$ cat config.mk
export PLATFORM = sky130hd
export DESIGN_NAME = sar_adc_sampling_sequencer
export DESIGN_NICKNAME = d
export VERILOG_FILES = /design/src/rtl/sar_seq_pkg.sv /design/src/rtl/sar_adc_sampling_sequencer.sv /design/src/rtl/sample_timer.sv
export VERILOG_INCLUDE_DIRS = /design/src /design/src/rtl
export SDC_FILE = /design/constraint.sdc
export NUM_CORES = 1
export LEC_CHECK = 0
export ABC_AREA = 1
export BUFFER_PORTS_ARGS = -buffer_cell sky130_fd_sc_hd__buf_2
export CORE_MARGIN = 2
export CORE_UTILIZATION = 35
export CTS_CLUSTER_SIZE = 16
export DETAILED_ROUTE_END_ITERATION = 16
export HOLD_SLACK_MARGIN = 0.02
export PLACE_DENSITY = 0.6
export SYNTH_ARGS = -nofsm -noshare
export SYNTH_HDL_FRONTEND = slang
export SYNTH_SLANG_ARGS = --single-unit
$ cat constraint.sdc
create_clock -name CLK -period 2.01 [get_ports CLK]
set_input_delay 0 -clock CLK [delete_from_list [all_inputs] [get_ports CLK]]
set_output_delay 0 -clock CLK [all_outputs]
set_load 0.01 [all_outputs]
$ cat src/rtl/sar_seq_regs.svh
// register offsets, field positions, reset values and rates of the scan sequencer
// Notes on behaviour
// RULE_01 - drive a 12-bit converter core with fourteen channels, numbered 0 to 13
// RULE_02 - a scan converts only the enabled channels, lowest number first
// RULE_03 - scan results go to channel registers, triggered results go to engine or timer
// RULE_04 - triggered results are always delivered left-second-high aligned
// RULE_05 - triggers are started by hardware, scans only by a software write
// RULE_06 - a pending trigger converts first, then the scan resumes by itself
// RULE_07 - converter timing runs from a 12 MHz tick; sampling counts those ticks
// RULE_08 - software programs sample periods first; the setting is at least 3
// RULE_09 - software sets mask, periods, enable, then writes one to start
// RULE_10 - start/busy reads one during a scan, zero after; read results then
// RULE_11 - engine triggers use channel 2, plus 4, 0/1 or 0/1/4 by shunt mode
// RULE_12 - timer triggers convert channel 4 for bus current
// RULE_13 - a timer field selects the converter as position source for phase voltages
// RULE_14 - phase select 0 picks channels 10,9,8; 1 picks 10,12,13
// RULE_15 - each result word holds a high byte and a low byte; alignment selectable
// RULE_16 - result bits outside the 12-bit value always read zero
// RULE_17 - full scale reads 0x0fff or 0x7ff8, half 0x0800 or 0x4000
// RULE_18 - right alignment uses bits 11..0, left-second-high uses bits 14..3
// RULE_19 - start is ignored with an empty mask; writing zero never starts
// RULE_20 - done flag set by hardware at scan end, cleared by writing zero
// RULE_21 - period field: top bit clear gives count, set gives count times 8 plus 7
// RULE_22 - busy holds across inserted triggers, clears after the last result is stored
// RULE_23 - clearing enable aborts the scan, drops busy and ignores start writes
`ifndef SAR_SEQ_REGS_SVH
`define SAR_SEQ_REGS_SVH

`define SEQ_CTRL_OFS      8'h00
`define SEQ_MASK_OFS      8'h04
`define SEQ_SPER_OFS      8'h08
`define SEQ_RES_BASE      8'h40
`define SEQ_RES_LAST      8'h74

`define CTRL_EN_BIT       7
`define CTRL_BUSY_BIT     6
`define CTRL_ALIGN_BIT    2
`define CTRL_DONE_BIT     0

`define SPER_LO_RST       8'h33
`define SPER_HI_RST       4'h3
`define NUM_CH            14

`define FOC_BUS_V_CH      14'h0004
`define FOC_SINGLE_CH     14'h0010
`define FOC_DUAL_CH       14'h0003
`define FOC_TRIPLE_CH     14'h0013
`define T1_BUS_I_CH       14'h0010
`define T1_PHASE0_CH      14'h0700
`define T1_PHASE1_CH      14'h3400

`define SYS_CLK_MHZ       9'd250
`define ADC_CLK_MHZ       9'd12

`endif

$ cat src/rtl/sar_seq_pkg.sv
// types shared by the scan sequencer files
package sar_seq_pkg;
  typedef enum logic [2:0] {
    ST_IDLE   = 3'b001,
    ST_SAMPLE = 3'b010,
    ST_CONV   = 3'b100
  } seq_state_t;

  typedef enum logic [1:0] {
    K_SCAN = 2'b00,
    K_FOC  = 2'b01,
    K_T1   = 2'b10
  } conv_kind_t;

  typedef enum logic [1:0] {
    SHUNT_SINGLE = 2'b00,
    SHUNT_DUAL   = 2'b01,
    SHUNT_TRIPLE = 2'b10
  } shunt_mode_t;
endpackage

$ cat src/rtl/sar_adc_sampling_sequencer.sv
// scan and trigger sequencer for the successive-approximation converter
`timescale 1ns/1ns
`default_nettype none
`include "sar_seq_regs.svh"
module sar_adc_sampling_sequencer (
  // clock and reset
  input  wire logic        CLK,
  input  wire logic        RST_N,
  // register bus
  input  wire logic [7:0]  ADDRESS,
  input  wire logic        READ,
  input  wire logic        WRITE,
  input  wire logic [31:0] WRITEDATA,
  input  wire logic [3:0]  BYTEENABLE,
  output logic      [31:0] READDATA,
  output logic             WAITREQUEST,
  // motor-control engine
  input  wire logic        FOC_ENABLE,
  input  wire logic [1:0]  FOC_SHUNT_MODE,
  input  wire logic        FOC_TRIGGER,
  output logic             FOC_RESULT_VALID,
  // timer1
  input  wire logic        T1_ENABLE,
  input  wire logic        T1_TRIGGER,
  input  wire logic        TIMER_POSITION_SOURCE_SELECT,
  input  wire logic        PHASE_CHANNEL_SELECT,
  output logic             T1_RESULT_VALID,
  // triggered result
  output logic      [3:0]  TRIG_CHANNEL,
  output logic      [15:0] TRIG_RESULT,
  // converter core
  output logic      [3:0]  CORE_CHANNEL,
  output logic             CORE_SAMPLE,
  output logic             CORE_START,
  input  wire logic        CORE_DONE,
  input  wire logic [11:0] CORE_DATA
);
  typedef struct packed {
    sar_seq_pkg::seq_state_t st;
    sar_seq_pkg::conv_kind_t kind;
    logic [3:0]              ch;
    logic                    en;
    logic                    busy;
    logic                    align;
    logic                    done;
    logic [13:0]             mask;
    logic [13:0]             scan_rem;
    logic [13:0]             foc_pend;
    logic [13:0]             t1_pend;
    logic [7:0]              sper_lo;
    logic [3:0]              sper_hi;
    logic [13:0][15:0]       res; // see RULE_15
    logic                    ack;
    logic [31:0]             rdata;
    logic [7:0]              acc;
    logic                    tick;
    logic                    core_start;
    logic [15:0]             trig_res;
    logic [3:0]              trig_ch;
    logic                    foc_v;
    logic                    t1_v;
  } seq_regs_t;

  seq_regs_t   s;
  seq_regs_t   next_s;
  logic        tmr_start;
  logic        tmr_done;
  logic [5:0]  tmr_len;
  logic [13:0] foc_set;
  logic [13:0] t1_set;
  logic [8:0]  acc_sum;
  logic [31:0] wmerged;

  function automatic logic [3:0] lowest_ch(input logic [13:0] m);
    logic [3:0] r;
    r = 4'h0;
    for (int i = `NUM_CH - 1; i >= 0; i--) begin
      if (m[i]) begin
        r = 4'(i);
      end
    end
    return r;
  endfunction

  function automatic logic [13:0] ch_bit(input logic [3:0] c);
    return 14'h0001 << c;
  endfunction

  // zero fill outside the value in both alignments
  function automatic logic [15:0] align_word(input logic [11:0] v,
                                             input logic        left);
    return left ? {1'b0, v, 3'b000} : {4'h0, v}; // see RULE_16 RULE_17 RULE_18
  endfunction

  function automatic logic [5:0] decode_period(input logic [3:0] f);
    return f[3] ? ({f[2:0], 3'b000} + 6'd7) : {3'b000, f[2:0]}; // see RULE_21
  endfunction

  function automatic logic [5:0] sample_len(input logic [3:0] c,
                                            input logic [7:0] lo,
                                            input logic [3:0] hi);
    if (c <= 4'd4) begin
      return decode_period(lo[3:0]);
    end else if (c <= 4'd7) begin
      return decode_period(lo[7:4]);
    end
    return decode_period(hi);
  endfunction

  function automatic logic [31:0] be_merge(input logic [31:0] old,
                                           input logic [31:0] wd,
                                           input logic [3:0]  be);
    logic [31:0] r;
    r = old;
    for (int b = 0; b < 4; b++) begin
      if (be[b]) begin
        r[b*8 +: 8] = wd[b*8 +: 8];
      end
    end
    return r;
  endfunction

  sample_timer u_timer (
    .clk   (CLK),
    .rst_n (RST_N),
    .tick  (s.tick),
    .start (tmr_start),
    .abort (!s.en),
    .len   (tmr_len),
    .done  (tmr_done)
  );

  // channel sets fetched by each trigger source
  always_comb begin
    foc_set = `FOC_BUS_V_CH; // see RULE_11
    case (FOC_SHUNT_MODE)
      sar_seq_pkg::SHUNT_SINGLE: foc_set = foc_set | `FOC_SINGLE_CH;
      sar_seq_pkg::SHUNT_DUAL:   foc_set = foc_set | `FOC_DUAL_CH;
      sar_seq_pkg::SHUNT_TRIPLE: foc_set = foc_set | `FOC_TRIPLE_CH;
      default:                   foc_set = foc_set;
    endcase
    t1_set = `T1_BUS_I_CH; // see RULE_12
    if (TIMER_POSITION_SOURCE_SELECT) begin // see RULE_13
      t1_set = t1_set | (PHASE_CHANNEL_SELECT ? `T1_PHASE1_CH
                                              : `T1_PHASE0_CH); // see RULE_14
    end
  end

  assign acc_sum = {1'b0, s.acc} + `ADC_CLK_MHZ;
  assign wmerged = be_merge(32'h0, WRITEDATA, BYTEENABLE);

  always_comb begin
    next_s = s;
    tmr_start = 1'b0;
    tmr_len = sample_len(s.ch, s.sper_lo, s.sper_hi);
    next_s.core_start = 1'b0;
    next_s.foc_v = 1'b0;
    next_s.t1_v = 1'b0;
    // fractional divider: 12 ticks in every 250 clocks
    if (acc_sum >= `SYS_CLK_MHZ) begin // see RULE_07
      next_s.acc = 8'(acc_sum - `SYS_CLK_MHZ);
      next_s.tick = 1'b1;
    end else begin
      next_s.acc = acc_sum[7:0];
      next_s.tick = 1'b0;
    end

    // sequencer
    case (s.st)
      sar_seq_pkg::ST_IDLE: begin
        if (s.en) begin
          if (s.foc_pend != 14'h0) begin // see RULE_06
            next_s.kind = sar_seq_pkg::K_FOC;
            next_s.ch = lowest_ch(s.foc_pend);
            next_s.st = sar_seq_pkg::ST_SAMPLE;
          end else if (s.t1_pend != 14'h0) begin
            next_s.kind = sar_seq_pkg::K_T1;
            next_s.ch = lowest_ch(s.t1_pend);
            next_s.st = sar_seq_pkg::ST_SAMPLE;
          end else if (s.busy && s.scan_rem != 14'h0) begin
            next_s.kind = sar_seq_pkg::K_SCAN;
            next_s.ch = lowest_ch(s.scan_rem); // see RULE_02
            next_s.st = sar_seq_pkg::ST_SAMPLE;
          end
          tmr_len = sample_len(next_s.ch, s.sper_lo, s.sper_hi);
          tmr_start = (next_s.st == sar_seq_pkg::ST_SAMPLE);
        end
      end
      sar_seq_pkg::ST_SAMPLE: begin
        if (tmr_done) begin
          next_s.st = sar_seq_pkg::ST_CONV;
          next_s.core_start = 1'b1;
        end
      end
      sar_seq_pkg::ST_CONV: begin
        if (CORE_DONE) begin
          next_s.st = sar_seq_pkg::ST_IDLE;
          case (s.kind)
            sar_seq_pkg::K_SCAN: begin
              next_s.res[s.ch] = align_word(CORE_DATA, s.align); // see RULE_03
              next_s.scan_rem = s.scan_rem & ~ch_bit(s.ch);
              if (next_s.scan_rem == 14'h0) begin // see RULE_22
                next_s.busy = 1'b0;
              end
            end
            sar_seq_pkg::K_FOC: begin
              next_s.trig_res = align_word(CORE_DATA, 1'b1); // see RULE_04
              next_s.trig_ch = s.ch;
              next_s.foc_v = 1'b1;
              next_s.foc_pend = s.foc_pend & ~ch_bit(s.ch);
            end
            default: begin
              next_s.trig_res = align_word(CORE_DATA, 1'b1); // see RULE_04
              next_s.trig_ch = s.ch;
              next_s.t1_v = 1'b1;
              next_s.t1_pend = s.t1_pend & ~ch_bit(s.ch);
            end
          endcase
        end
      end
      default: begin
        next_s.st = sar_seq_pkg::ST_IDLE;
      end
    endcase

    // a disabled converter drops all work
    if (!s.en) begin // see RULE_23
      next_s.st = sar_seq_pkg::ST_IDLE;
      next_s.busy = 1'b0;
      next_s.scan_rem = 14'h0;
      next_s.foc_pend = 14'h0;
      next_s.t1_pend = 14'h0;
    end

    // register bus: one wait cycle, then the answer
    next_s.ack = (READ || WRITE) && !s.ack;
    if (READ && !s.ack) begin
      if ({ADDRESS[7:2], 2'b00} == `SEQ_CTRL_OFS) begin
        next_s.rdata = {24'h0, s.en, s.busy, 3'b000, s.align, 1'b0,
                        s.done}; // see RULE_10
      end else if ({ADDRESS[7:2], 2'b00} == `SEQ_MASK_OFS) begin
        next_s.rdata = {18'h0, s.mask};
      end else if ({ADDRESS[7:2], 2'b00} == `SEQ_SPER_OFS) begin
        next_s.rdata = {20'h0, s.sper_hi, s.sper_lo};
      end else if (ADDRESS >= `SEQ_RES_BASE && ADDRESS <= `SEQ_RES_LAST) begin
        next_s.rdata = {16'h0, s.res[4'((ADDRESS - `SEQ_RES_BASE) >> 2)]};
      end else begin
        next_s.rdata = 32'h0;
      end
    end
    if (WRITE && !s.ack) begin
      if ({ADDRESS[7:2], 2'b00} == `SEQ_CTRL_OFS && BYTEENABLE[0]) begin
        next_s.en = WRITEDATA[`CTRL_EN_BIT];
        next_s.align = WRITEDATA[`CTRL_ALIGN_BIT];
        if (!WRITEDATA[`CTRL_DONE_BIT]) begin // see RULE_20
          next_s.done = 1'b0;
        end
        // start needs enable, a non-empty mask and an idle scan
        if (WRITEDATA[`CTRL_BUSY_BIT] && WRITEDATA[`CTRL_EN_BIT] &&
            s.mask != 14'h0 && !s.busy) begin // see RULE_05 RULE_19
          next_s.busy = 1'b1;
          next_s.scan_rem = s.mask;
        end
      end else if ({ADDRESS[7:2], 2'b00} == `SEQ_MASK_OFS) begin
        next_s.mask = 14'(be_merge({18'h0, s.mask}, wmerged, BYTEENABLE));
      end else if ({ADDRESS[7:2], 2'b00} == `SEQ_SPER_OFS) begin
        if (BYTEENABLE[0]) begin
          next_s.sper_lo = WRITEDATA[7:0];
        end
        if (BYTEENABLE[1]) begin
          next_s.sper_hi = WRITEDATA[11:8];
        end
      end
    end

    // hardware events win over software clears
    if (s.st == sar_seq_pkg::ST_CONV && CORE_DONE && s.en &&
        s.kind == sar_seq_pkg::K_SCAN &&
        (s.scan_rem & ~ch_bit(s.ch)) == 14'h0) begin // see RULE_20
      next_s.done = 1'b1;
    end
    if (s.en && FOC_ENABLE && FOC_TRIGGER) begin // see RULE_05
      next_s.foc_pend = next_s.foc_pend | foc_set;
    end
    if (s.en && T1_ENABLE && T1_TRIGGER) begin
      next_s.t1_pend = next_s.t1_pend | t1_set;
    end
  end

  always_ff @(posedge CLK) begin
    if (!RST_N) begin
      s <= '0;
      s.st <= sar_seq_pkg::ST_IDLE;
      s.kind <= sar_seq_pkg::K_SCAN;
      s.sper_lo <= `SPER_LO_RST;
      s.sper_hi <= `SPER_HI_RST;
    end else begin
      s <= next_s;
    end
  end

  assign WAITREQUEST = (READ || WRITE) && !s.ack;
  assign READDATA = s.rdata;
  assign FOC_RESULT_VALID = s.foc_v;
  assign T1_RESULT_VALID = s.t1_v;
  assign TRIG_CHANNEL = s.trig_ch;
  assign TRIG_RESULT = s.trig_res;
  assign CORE_CHANNEL = s.ch; // see RULE_01
  assign CORE_SAMPLE = (s.st == sar_seq_pkg::ST_SAMPLE);
  assign CORE_START = s.core_start;

  logic scan_store;
  logic trig_store;
  assign scan_store = s.st == sar_seq_pkg::ST_CONV && CORE_DONE && s.en &&
                      s.kind == sar_seq_pkg::K_SCAN;
  assign trig_store = s.st == sar_seq_pkg::ST_CONV && CORE_DONE && s.en &&
                      s.kind != sar_seq_pkg::K_SCAN;
endmodule
`default_nettype wire

$ cat src/rtl/sample_timer.sv
// sampling window counter on the converter tick
`timescale 1ns/1ns
`default_nettype none
module sample_timer (
  // clock and reset
  input  wire logic       clk,
  input  wire logic       rst_n,
  // control
  input  wire logic       tick,
  input  wire logic       start,
  input  wire logic       abort,
  input  wire logic [5:0] len,
  // result
  output logic            done
);
  typedef struct packed {
    logic       run;
    logic [5:0] cnt;
  } tmr_t;

  tmr_t s;
  tmr_t next_s;

  // the window ends on the tick that counts its last cycle
  assign done = s.run & tick & (s.cnt <= 6'd1); // see RULE_07

  always_comb begin
    next_s = s;
    if (abort) begin
      next_s.run = 1'b0;
    end else if (start) begin
      next_s.run = 1'b1;
      next_s.cnt = (len == 6'd0) ? 6'd1 : len;
    end else if (done) begin
      next_s.run = 1'b0;
    end else if (s.run && tick) begin
      next_s.cnt = s.cnt - 6'd1;
    end
  end

  always_ff @(posedge clk) begin
    if (!rst_n) begin
      s <= '0;
    end else begin
      s <= next_s;
    end
  end
endmodule
`default_nettype wire

==> results of run 1 <==
layout make-up:
class                           instances  area [um2]  area share, %
Clock inverter                         17         183          0.909
Clock buffer                           54        1160           5.79
Inverter                              229         881           4.38
Timing Repair inverter                  1        7.51         0.0373
Sequential cell                       341        6840           34.0
Timing Repair Buffer                  370        2830           14.1
Tap cell                              592         741           3.68
Multi-Input combinational cell       1485        7450           37.1
power by group through the flow:
stage / Clock, uW / Sequential (uW) / Combinational [uW]
global placement: 0 / 6950 / 945
detailed placement: 0 / 6950 / 953
CTS: 7610 / 6800 / 1020
global route: 7900 / 6800 / 1110
finish: 7470 / 6800 / 1040
floorplan: 0 / 6950 / 552
cells by family (layout without fill, tap and decap cells):
group           count (synthesis)  count (layout)  share of synthesized area, %
compound gates                690             690                          24.9
xor+xnor                        8               8                         0.442
fa+ha+maj                      10              10                         0.790
buf+inv                       422             671                          11.4
flops                         341             341                          43.1
other cells                     1              21                        0.0237
simple gates                  755             756                          19.4
per-layer routing:
metal | vias to the layer above | part of all wire (%)
li1 | 7852 | -
met1 | 7651 | 42
met2 | 583 | 48
met3 | 138 | 6.4
met4 | 0 | 4.0
met5 | - | 0
worst max-delay path, cell delays in order, from the launching register on:
cell     delay [ps]
dfxtp_2         320
nor2_2          110
nand2_1          80
or2_1           220
nand2_1          80
nand2_2          90
inv_2            90
nor2_2           50
nand2_2          50
nand2_2          70
a21oi_4         190
nand3_4         130
nand2_2         130
nand2_1          50
o21ai_1          70
nand2_1          80
nand2_1          60
nand3_1          70
nand2_1          60
nand2_1          60
a21oi_2         110
path summary, 6_finish.rpt:
kind	from	to	slack, ps
hold reg to reg	s[229]$_SDFFE_PN0P_	s[229]$_SDFFE_PN0P_	450
setup reg to reg	s[332]$_SDFF_PN0_	u_timer.s[0]$_SDFFE_PN0P_	-210
setup / recovery	s[332]$_SDFF_PN0_	u_timer.s[0]$_SDFFE_PN0P_	-210
hold / removal	ADDRESS[6]	s[360]$_SDFFE_PN0P_	210
state kept, by name, indices dropped and copies added (netlist names):
signal and count:
TRIG_RESULT 12, CORE_START 1, T1_RESULT_VALID 1, s 296
u_timer.s 7, CORE_CHANNEL 4, TRIG_CHANNEL 4, FOC_RESULT_VALID 1
READDATA 15
through the flow:
step / hold slack (ps) / cells / TNS (ps) / setup WS [ps]
floorplan: 113 / 2247 / 0 / 18.8
global placement: 238 / 2950 / -615 / -117
detailed placement: 245 / 2950 / -2230 / -165
CTS: 166 / 3077 / -733 / -159
global route: 237 / 3089 / -2500 / -433
finish: 211 / 3089 / -890 / -209
cell usage in the layout, fill, tap and decap left out, types with 4 or more instances in the layout:
| cell | Yosys | final |
|---|---|---|
| o211ai_1 | 28 | 28 |
| a21oi_2 | 3 | 6 |
| dlygate4sd3_1 | 0 | 50 |
| buf_12 | 0 | 11 |
| nand3_1 | 53 | 49 |
| o21ai_1 | 2 | 11 |
| ha_1 | 10 | 10 |
| clkinv_1 | 4 | 4 |
| dfxtp_2 | 0 | 7 |
| buf_2 | 11 | 87 |
| clkbuf_8 | 0 | 11 |
| o221ai_1 | 39 | 38 |
| nand3_2 | 0 | 4 |
| o22ai_1 | 9 | 9 |
| clkbuf_16 | 0 | 40 |
| inv_1 | 219 | 206 |
| a221oi_1 | 6 | 5 |
| nand3b_1 | 4 | 4 |
| a211oi_1 | 42 | 42 |
| clkinvlp_4 | 0 | 9 |
| nor3_1 | 22 | 19 |
| a31oi_1 | 13 | 12 |
| nor2_2 | 3 | 14 |
| o2111ai_1 | 9 | 8 |
| nand2_2 | 3 | 10 |
| o21ai_0 | 253 | 243 |
| nor2_1 | 263 | 248 |
| clkinv_2 | 0 | 9 |
| inv_2 | 6 | 13 |
| dfxtp_1 | 341 | 333 |
| conb_1 | 1 | 21 |
| nor3_2 | 3 | 5 |
| nor2_4 | 1 | 5 |
| nand2_1 | 380 | 374 |
| xor2_1 | 5 | 5 |
| nand4_1 | 14 | 14 |
| a21oi_1 | 270 | 267 |
| buf_4 | 56 | 219 |
what timing repair did:
action,in CTS,in global routing
cloned,1,1
hold buffers,50,0
resized for setup,16,59
pin swaps,8,22
setup endpoints to repair,21,207
endpoints found under the hold margin,79,0
buffers inserted,5,11
==> metrics.md, run 1 <==
| Metric | Value |
|---|---|
| Status | `finished, violations left` |
| Failing checks | `setup timing` |
| Vias in the first global route | `15,600` |
| Die Span Y | `between 200 and 250 um` |
| Headroom to the max-slew limit | `between 50% and 60%` |
| Crit end category | `register` |
| Mapped Area | `0.0158 mm2` |
| Antenna Violating Nets Remaining | `0` |
| Clk_skew | `20.4 ps` |
| Crit path DAT | `2720 ps` |
| Met2 Use GR | `39.7%` |
| Top post-synthesis cells by area | `dfxtp_1 43%, nand2_1 9.0%, a21oi_1 8.5%` |
| Req. time, crit path | `2510 ps` |
| Worst Tran Pin Value | `704 ps` |
| Gr ovfl total | `0` |
| Synth unique cells | `51` |
| Highest clock rate | `about 0.45 GHz` |
| FF+latch count, synth | `341` |
| Fillcell total | `4,460` |
| Hold Path Depth | `6` |
| Max cap viols | `0` |
| Top-count cell post-synth | `nand2_1` |
| Pleak | `0.00805 uW` |
| Hold Fails Final Rpt | `0` |
| Maximum number of pins on one net before global-route repair | `158` |
| Synth Instances | `~2,200` |
| Synth cell count leaders | `380 x nand2_1, 341 x dfxtp_1, 270 x a21oi_1` |
| Total die area | `0.0470 mm2` |
| Core Box Area | `roughly 0.044 mm2` |
| WL final | `56,100 um` |
| GPL Wtd Cong | `0.946` |
| CTS tree | `built` |
| Die X | `about 220 um` |
| Worst vdd ir | `922 uV` |
| Initial antenna violation count | `0` |
| Vias | `about 16,000` |
| N_diodes | `0` |
| Final period util | `110%` |
| Root Buffer | `clkbuf_16` |
| Nets | `2,547` |
| CTS Buffer Depth | `3` |
| Seq/Total Area, Yosys | `43.1%` |
| Busiest grt layer | `met2` |
| Total iterations of the first detailed-routing run | `7` |
| Ys flop type | `dfxtp_1` |
| Power Total | `15,300 uW` |
| Share of layout cells above drive strength 1 | `18.9%` |
| Clk_lat worst skew | `570 ps` |
| M1 GR Usage | `between 20% and 30%` |
| H-tree depth | `2` |
| First-pass GRT wire length | `86,400 um` |
| Post-route DRC | `0` |
| Number of flops mapped to enable cells by yosys | `0` |
| GR Util met3 | `about 4.1%` |
| Row count | `slightly below 80` |
| Clock Sinks | `341` |
| GRT Util Overall | `23.3%` |
| Gate power share | `6.8%` |
| Area Growth Syn to Fin | `26.9%` |
| Setup violations, final | `6` |
| Finished Core Util | `between 40% and 50%` |
| RSZ-0062 raised after global routing | `yes` |
| Slew Viols, Final | `0` |
| Crit Path Max Fanout | `5` |
| Yosys warnings | `0` |
| Reg clk slew, reported paths | `60 ps` |
| Hold WC Path Type | `primary input to register` |
| Power Density | `762 mW/mm2` |
| Clock Power Share | `a little under 50%` |
| Net Sw Power | `3730 uW` |
| Net Sw Frac | `between 20% and 30%` |
| DP Wirelength | `38,500 um` |
| Share of the synthesized area in the top cell type | `between 40 and 50%` |
| # IOs | `130` |
| Reg power frac | `44.4%` |
| # port buffers | `between 80 and 90` |
| Mean Syn Cell Area | `7.12 um2` |
| Post-Place Cell Area | `0.0179 mm2` |
| Yosys top cell by area | `dfxtp_1` |
| Initial DRC Count | `1,397` |
| Total CTS buffers | `40` |
| Starting Density | `35.7%` |
| Final worst setup slack | `-209 ps` |
| Design Area, Final | `0.0201 mm2` |
| Vias/cell | `5.25` |
| Ys async rst share | `0%` |
| Internal power | `11,600 uW` |
| Worst-case reg-to-reg path depth | `20` |
| Fin crit period | `2220 ps` |
| Per-cell routed wire length | `around 18 um` |
| Worst Setup Start Kind | `register` |
| Crit path kind | `register to register` |
Note: power is estimated with default switching activity, not from simulation.
==> run 2: changes to the inputs <==
- ABC_AREA: 1 -> not set
==> metrics.md, run 2 <==
| Metric | Value |
|---|---|
| Status | `finished, violations left` |
| Failing checks | `setup timing` |
| Final period util | `120%` |
| Starting Density | `35.4%` |
| GR Util met3 | `under 10%` |
| Commonest non-fill, non-tap cell in the layout | `nand2_1` |
| Headroom to the max-slew limit | `52.5%` |
| Fin Hold WS | `8.97 ps` |
| Vias in the first global route | `13,700` |
| Antenna Violating Nets Remaining | `0` |
| # port buffers | `88` |
| Crit end category | `register` |
| First-pass GRT wire length | `74,900 um` |
| Internal power | `between 10,000 and 15,000 uW` |
| Fillcell total | `4,398` |
| Worst vdd ir | `546 uV` |
| Clock Sinks | `between 300 and 400` |
| Max reg flops | `~300` |
| Max cap viols | `0` |
| Met2 Use GR | `34.9%` |
| Ys async rst share | `0%` |
| GRT Util Overall | `19.8%` |
| Vias | `14,000` |
| Hold WC Path Type | `primary input to register` |
| Highest clock rate | `roughly 0.41 GHz` |
| Finished Core Util | `44.5%` |
| Die X | `~220 um` |
| Multi-input gate area | `0.00880 mm2` |
| Per-cell routed wire length | `18.1 um` |
| Vias/cell | `around 5.2` |
| Post-Place Cell Area | `~0.019 mm2` |
| RSZ-0062 raised after global routing | `yes` |
| Most frequent cells in the layout | `380 x nand2_1, 333 x dfxtp_1, 177 x buf_4` |
| Top post-synthesis cells by area | `dfxtp_1 42%, nand2_1 8.9%, o211a_1 8.4%` |
| Die Span Y | `220 um` |
| Number of flops mapped to enable cells by yosys | `0` |
| Row count | `79` |
| Seq/Total Area, Yosys | `41.6%` |
| N_diodes | `0` |
| Top-count cell post-synth | `nand2_1` |
| CP Cell Sequence | `or4_4, nand4b_4, nor2_4, inv_2, o311a_4, a21oi_4, mux2i_2, nor3_2, o21a_1` |
| Clock Power Share | `48.4%` |
| Post-Place Worst Slack | `-449 ps` |
| Setup violations, final | `8` |
| Total CTS buffers | `40` |
| Share of layout cells above drive strength 1 | `22.9%` |
| DP Wirelength | `between 30,000 and 40,000 um` |
| Pleak | `~0.0094 uW` |
| Max incr delay on CP | `approximately 540 ps` |
| Reg power frac | `46.2%` |
| Total iterations of the first detailed-routing run | `9` |
| Req. time, crit path | `2470 ps` |
| Busiest grt layer | `met2` |
| Power Density | `714 mW/mm2` |
| # IOs | `130` |
| Synth cell count leaders | `387 x nand2_1, 341 x dfxtp_1, 138 x o211a_1` |
| Yosys warnings | `0` |
| Reg area | `0.00684 mm2` |
| Reg clk slew, reported paths | `60 ps` |
| Post-route DRC | `0` |
| Clk_lat worst skew | `570 ps` |
| GPL Wtd Cong | `around 0.85` |
| Net Sw Frac | `23.4%` |
| Synth Instances | `1,835` |
| Fin crit period | `2420 ps` |
| Crit Path Max Fanout | `4` |
| CTS Buffer Depth | `3` |
| Worst Setup Start Kind | `register` |
| Reg with most FFs | `s` |
| Mapped Area | `0.0164 mm2` |
| Design Area, Final | `slightly above 0.02 mm2` |
| Initial antenna violation count | `0` |
| WL final | `48,700 um` |
| Nets | `2,126` |
| M1 GR Usage | `24.1%` |
| Core Box Area | `0.0464 mm2` |
| Root Buffer | `clkbuf_16` |
| Synth unique cells | `70` |
| Clk_skew | `10.8 ps` |
| Share of the synthesized area in the top cell type | `about two fifths` |
| Total die area | `0.0486 mm2` |
| CTS tree | `built` |
| FF+latch count, synth | `~340` |
| H-tree depth | `2` |
| Gr ovfl total | `0` |
| Area Growth Syn to Fin | `25.9%` |
| Flop-to-flop setup slack | `-410 ps` |
| Net Sw Power | `3450 uW` |
| Hold Fails Final Rpt | `0` |
| Gate power share | `5.4%` |
| Yosys top cell by area | `dfxtp_1` |
| Ys flop type | `dfxtp_1` |
| Critical path's slowest cell | `or4_4` |
| Final worst setup slack | `-411 ps` |
| Initial DRC Count | `1,032` |
| Power Total | `14,700 uW` |
| Mean Syn Cell Area | `8.94 um2` |
| Slew Viols, Final | `0` |
| Crit path DAT | `roughly 2900 ps` |
| Worst Tran Pin Value | `711 ps` |
| Crit path kind | `register to register` |
| Maximum number of pins on one net before global-route repair | `129` |
==> run 2: cell count changes in the layout (fill, tap and decap cells not counted), moves of 42 or more <==
cell	change
a21oi_1	-217
nor2_1	-143
o211a_1	+138
inv_1	-175
nor2b_1	+60
buf_4	-42
o21ai_0	-177
a21boi_0	+60
mux2i_1	+67
mux4_2	+47
and2_1	+54
==> run 2: metal layers <==
metal,vias to the layer above,wire [um]
li1,6791,-
met1,6752,20900
met2,334,24100
met3,102,2070
met4,0,1630
met5,-,0
==> run 2: worst paths after layout <==
check,startpoint,end,depth (start not counted)
hold reg to reg,s[327]$_SDFFE_PN0P_,s[327]$_SDFFE_PN0P_,2
setup / recovery,s[309]$_SDFF_PN0_,u_timer.s[1]$_SDFFE_PN0P_,9
hold / removal,BYTEENABLE[1],s[291]$_SDFFE_PN0P_,4
setup reg to reg,s[309]$_SDFF_PN0_,u_timer.s[1]$_SDFFE_PN0P_,9
==> run 2: through the flow <==
| step | cells | TNS (ps) |
|---|---|---|
| after global routing | 2685 | -3570 |
| after floorplan | 1855 | -1970 |
| final | 2685 | -2630 |
| after detailed placement | 2556 | -4220 |
| after global placement | 2556 | -3760 |
| after CTS | 2681 | -2250 |
==> run 2: area by class of cell <==
type / instances / share of cell area (%)
clock buffer: 56 / 5.38
clock inverter: 17 / 0.836
tap: 607 / 3.68
sequential: 341 / 33.1
timing repair buffer: 343 / 13.8
inverter: 34 / 0.642
multi-input combinational: 1287 / 42.6
==> run 2: kinds of logic (layout without fill, tap and decap cells) <==
logic type,Yosys count,count (layout),share of synthesized area [%]
and+or+nand+nor,714,714,20.0
xor gates and xnor gates,12,12,0.641
buffers and inverters,227,450,6.59
other,1,21,0.0229
AOI/OAI and AO/OA,411,411,19.5
DFF,341,341,41.6
adders and majority gates,11,11,0.824
muxes,118,118,10.8
==> run 2: repair_timing <==
action,CTS,global route
buffers inserted,5,7
pin swaps,15,19
resized for setup,25,42
hold endpoints to repair,141,0
endpoints found under the setup margin,12,52
hold buffers,47,0
==> run 2: power groups by stage <==
stage                     combinational, uW  sequential (uW)  clock, uW
final                                   798             6820       7130
after global routing                    867             6820       7560
after CTS                               786             6810       7310
after detailed placement                713             6960          0
after global placement                  704             6960          0
after floorplan                         470             6960          0
==> run 2: worst max-delay path, delay by kind of cell (launching register included) <==
kind	cells	cell delay (ps)
multiplexers	1	270
AO/OA/AOI/OAI	3	700
flip-flops	1	320
buffers and inverters	1	50
AND/OR/NAND/NOR	4	980
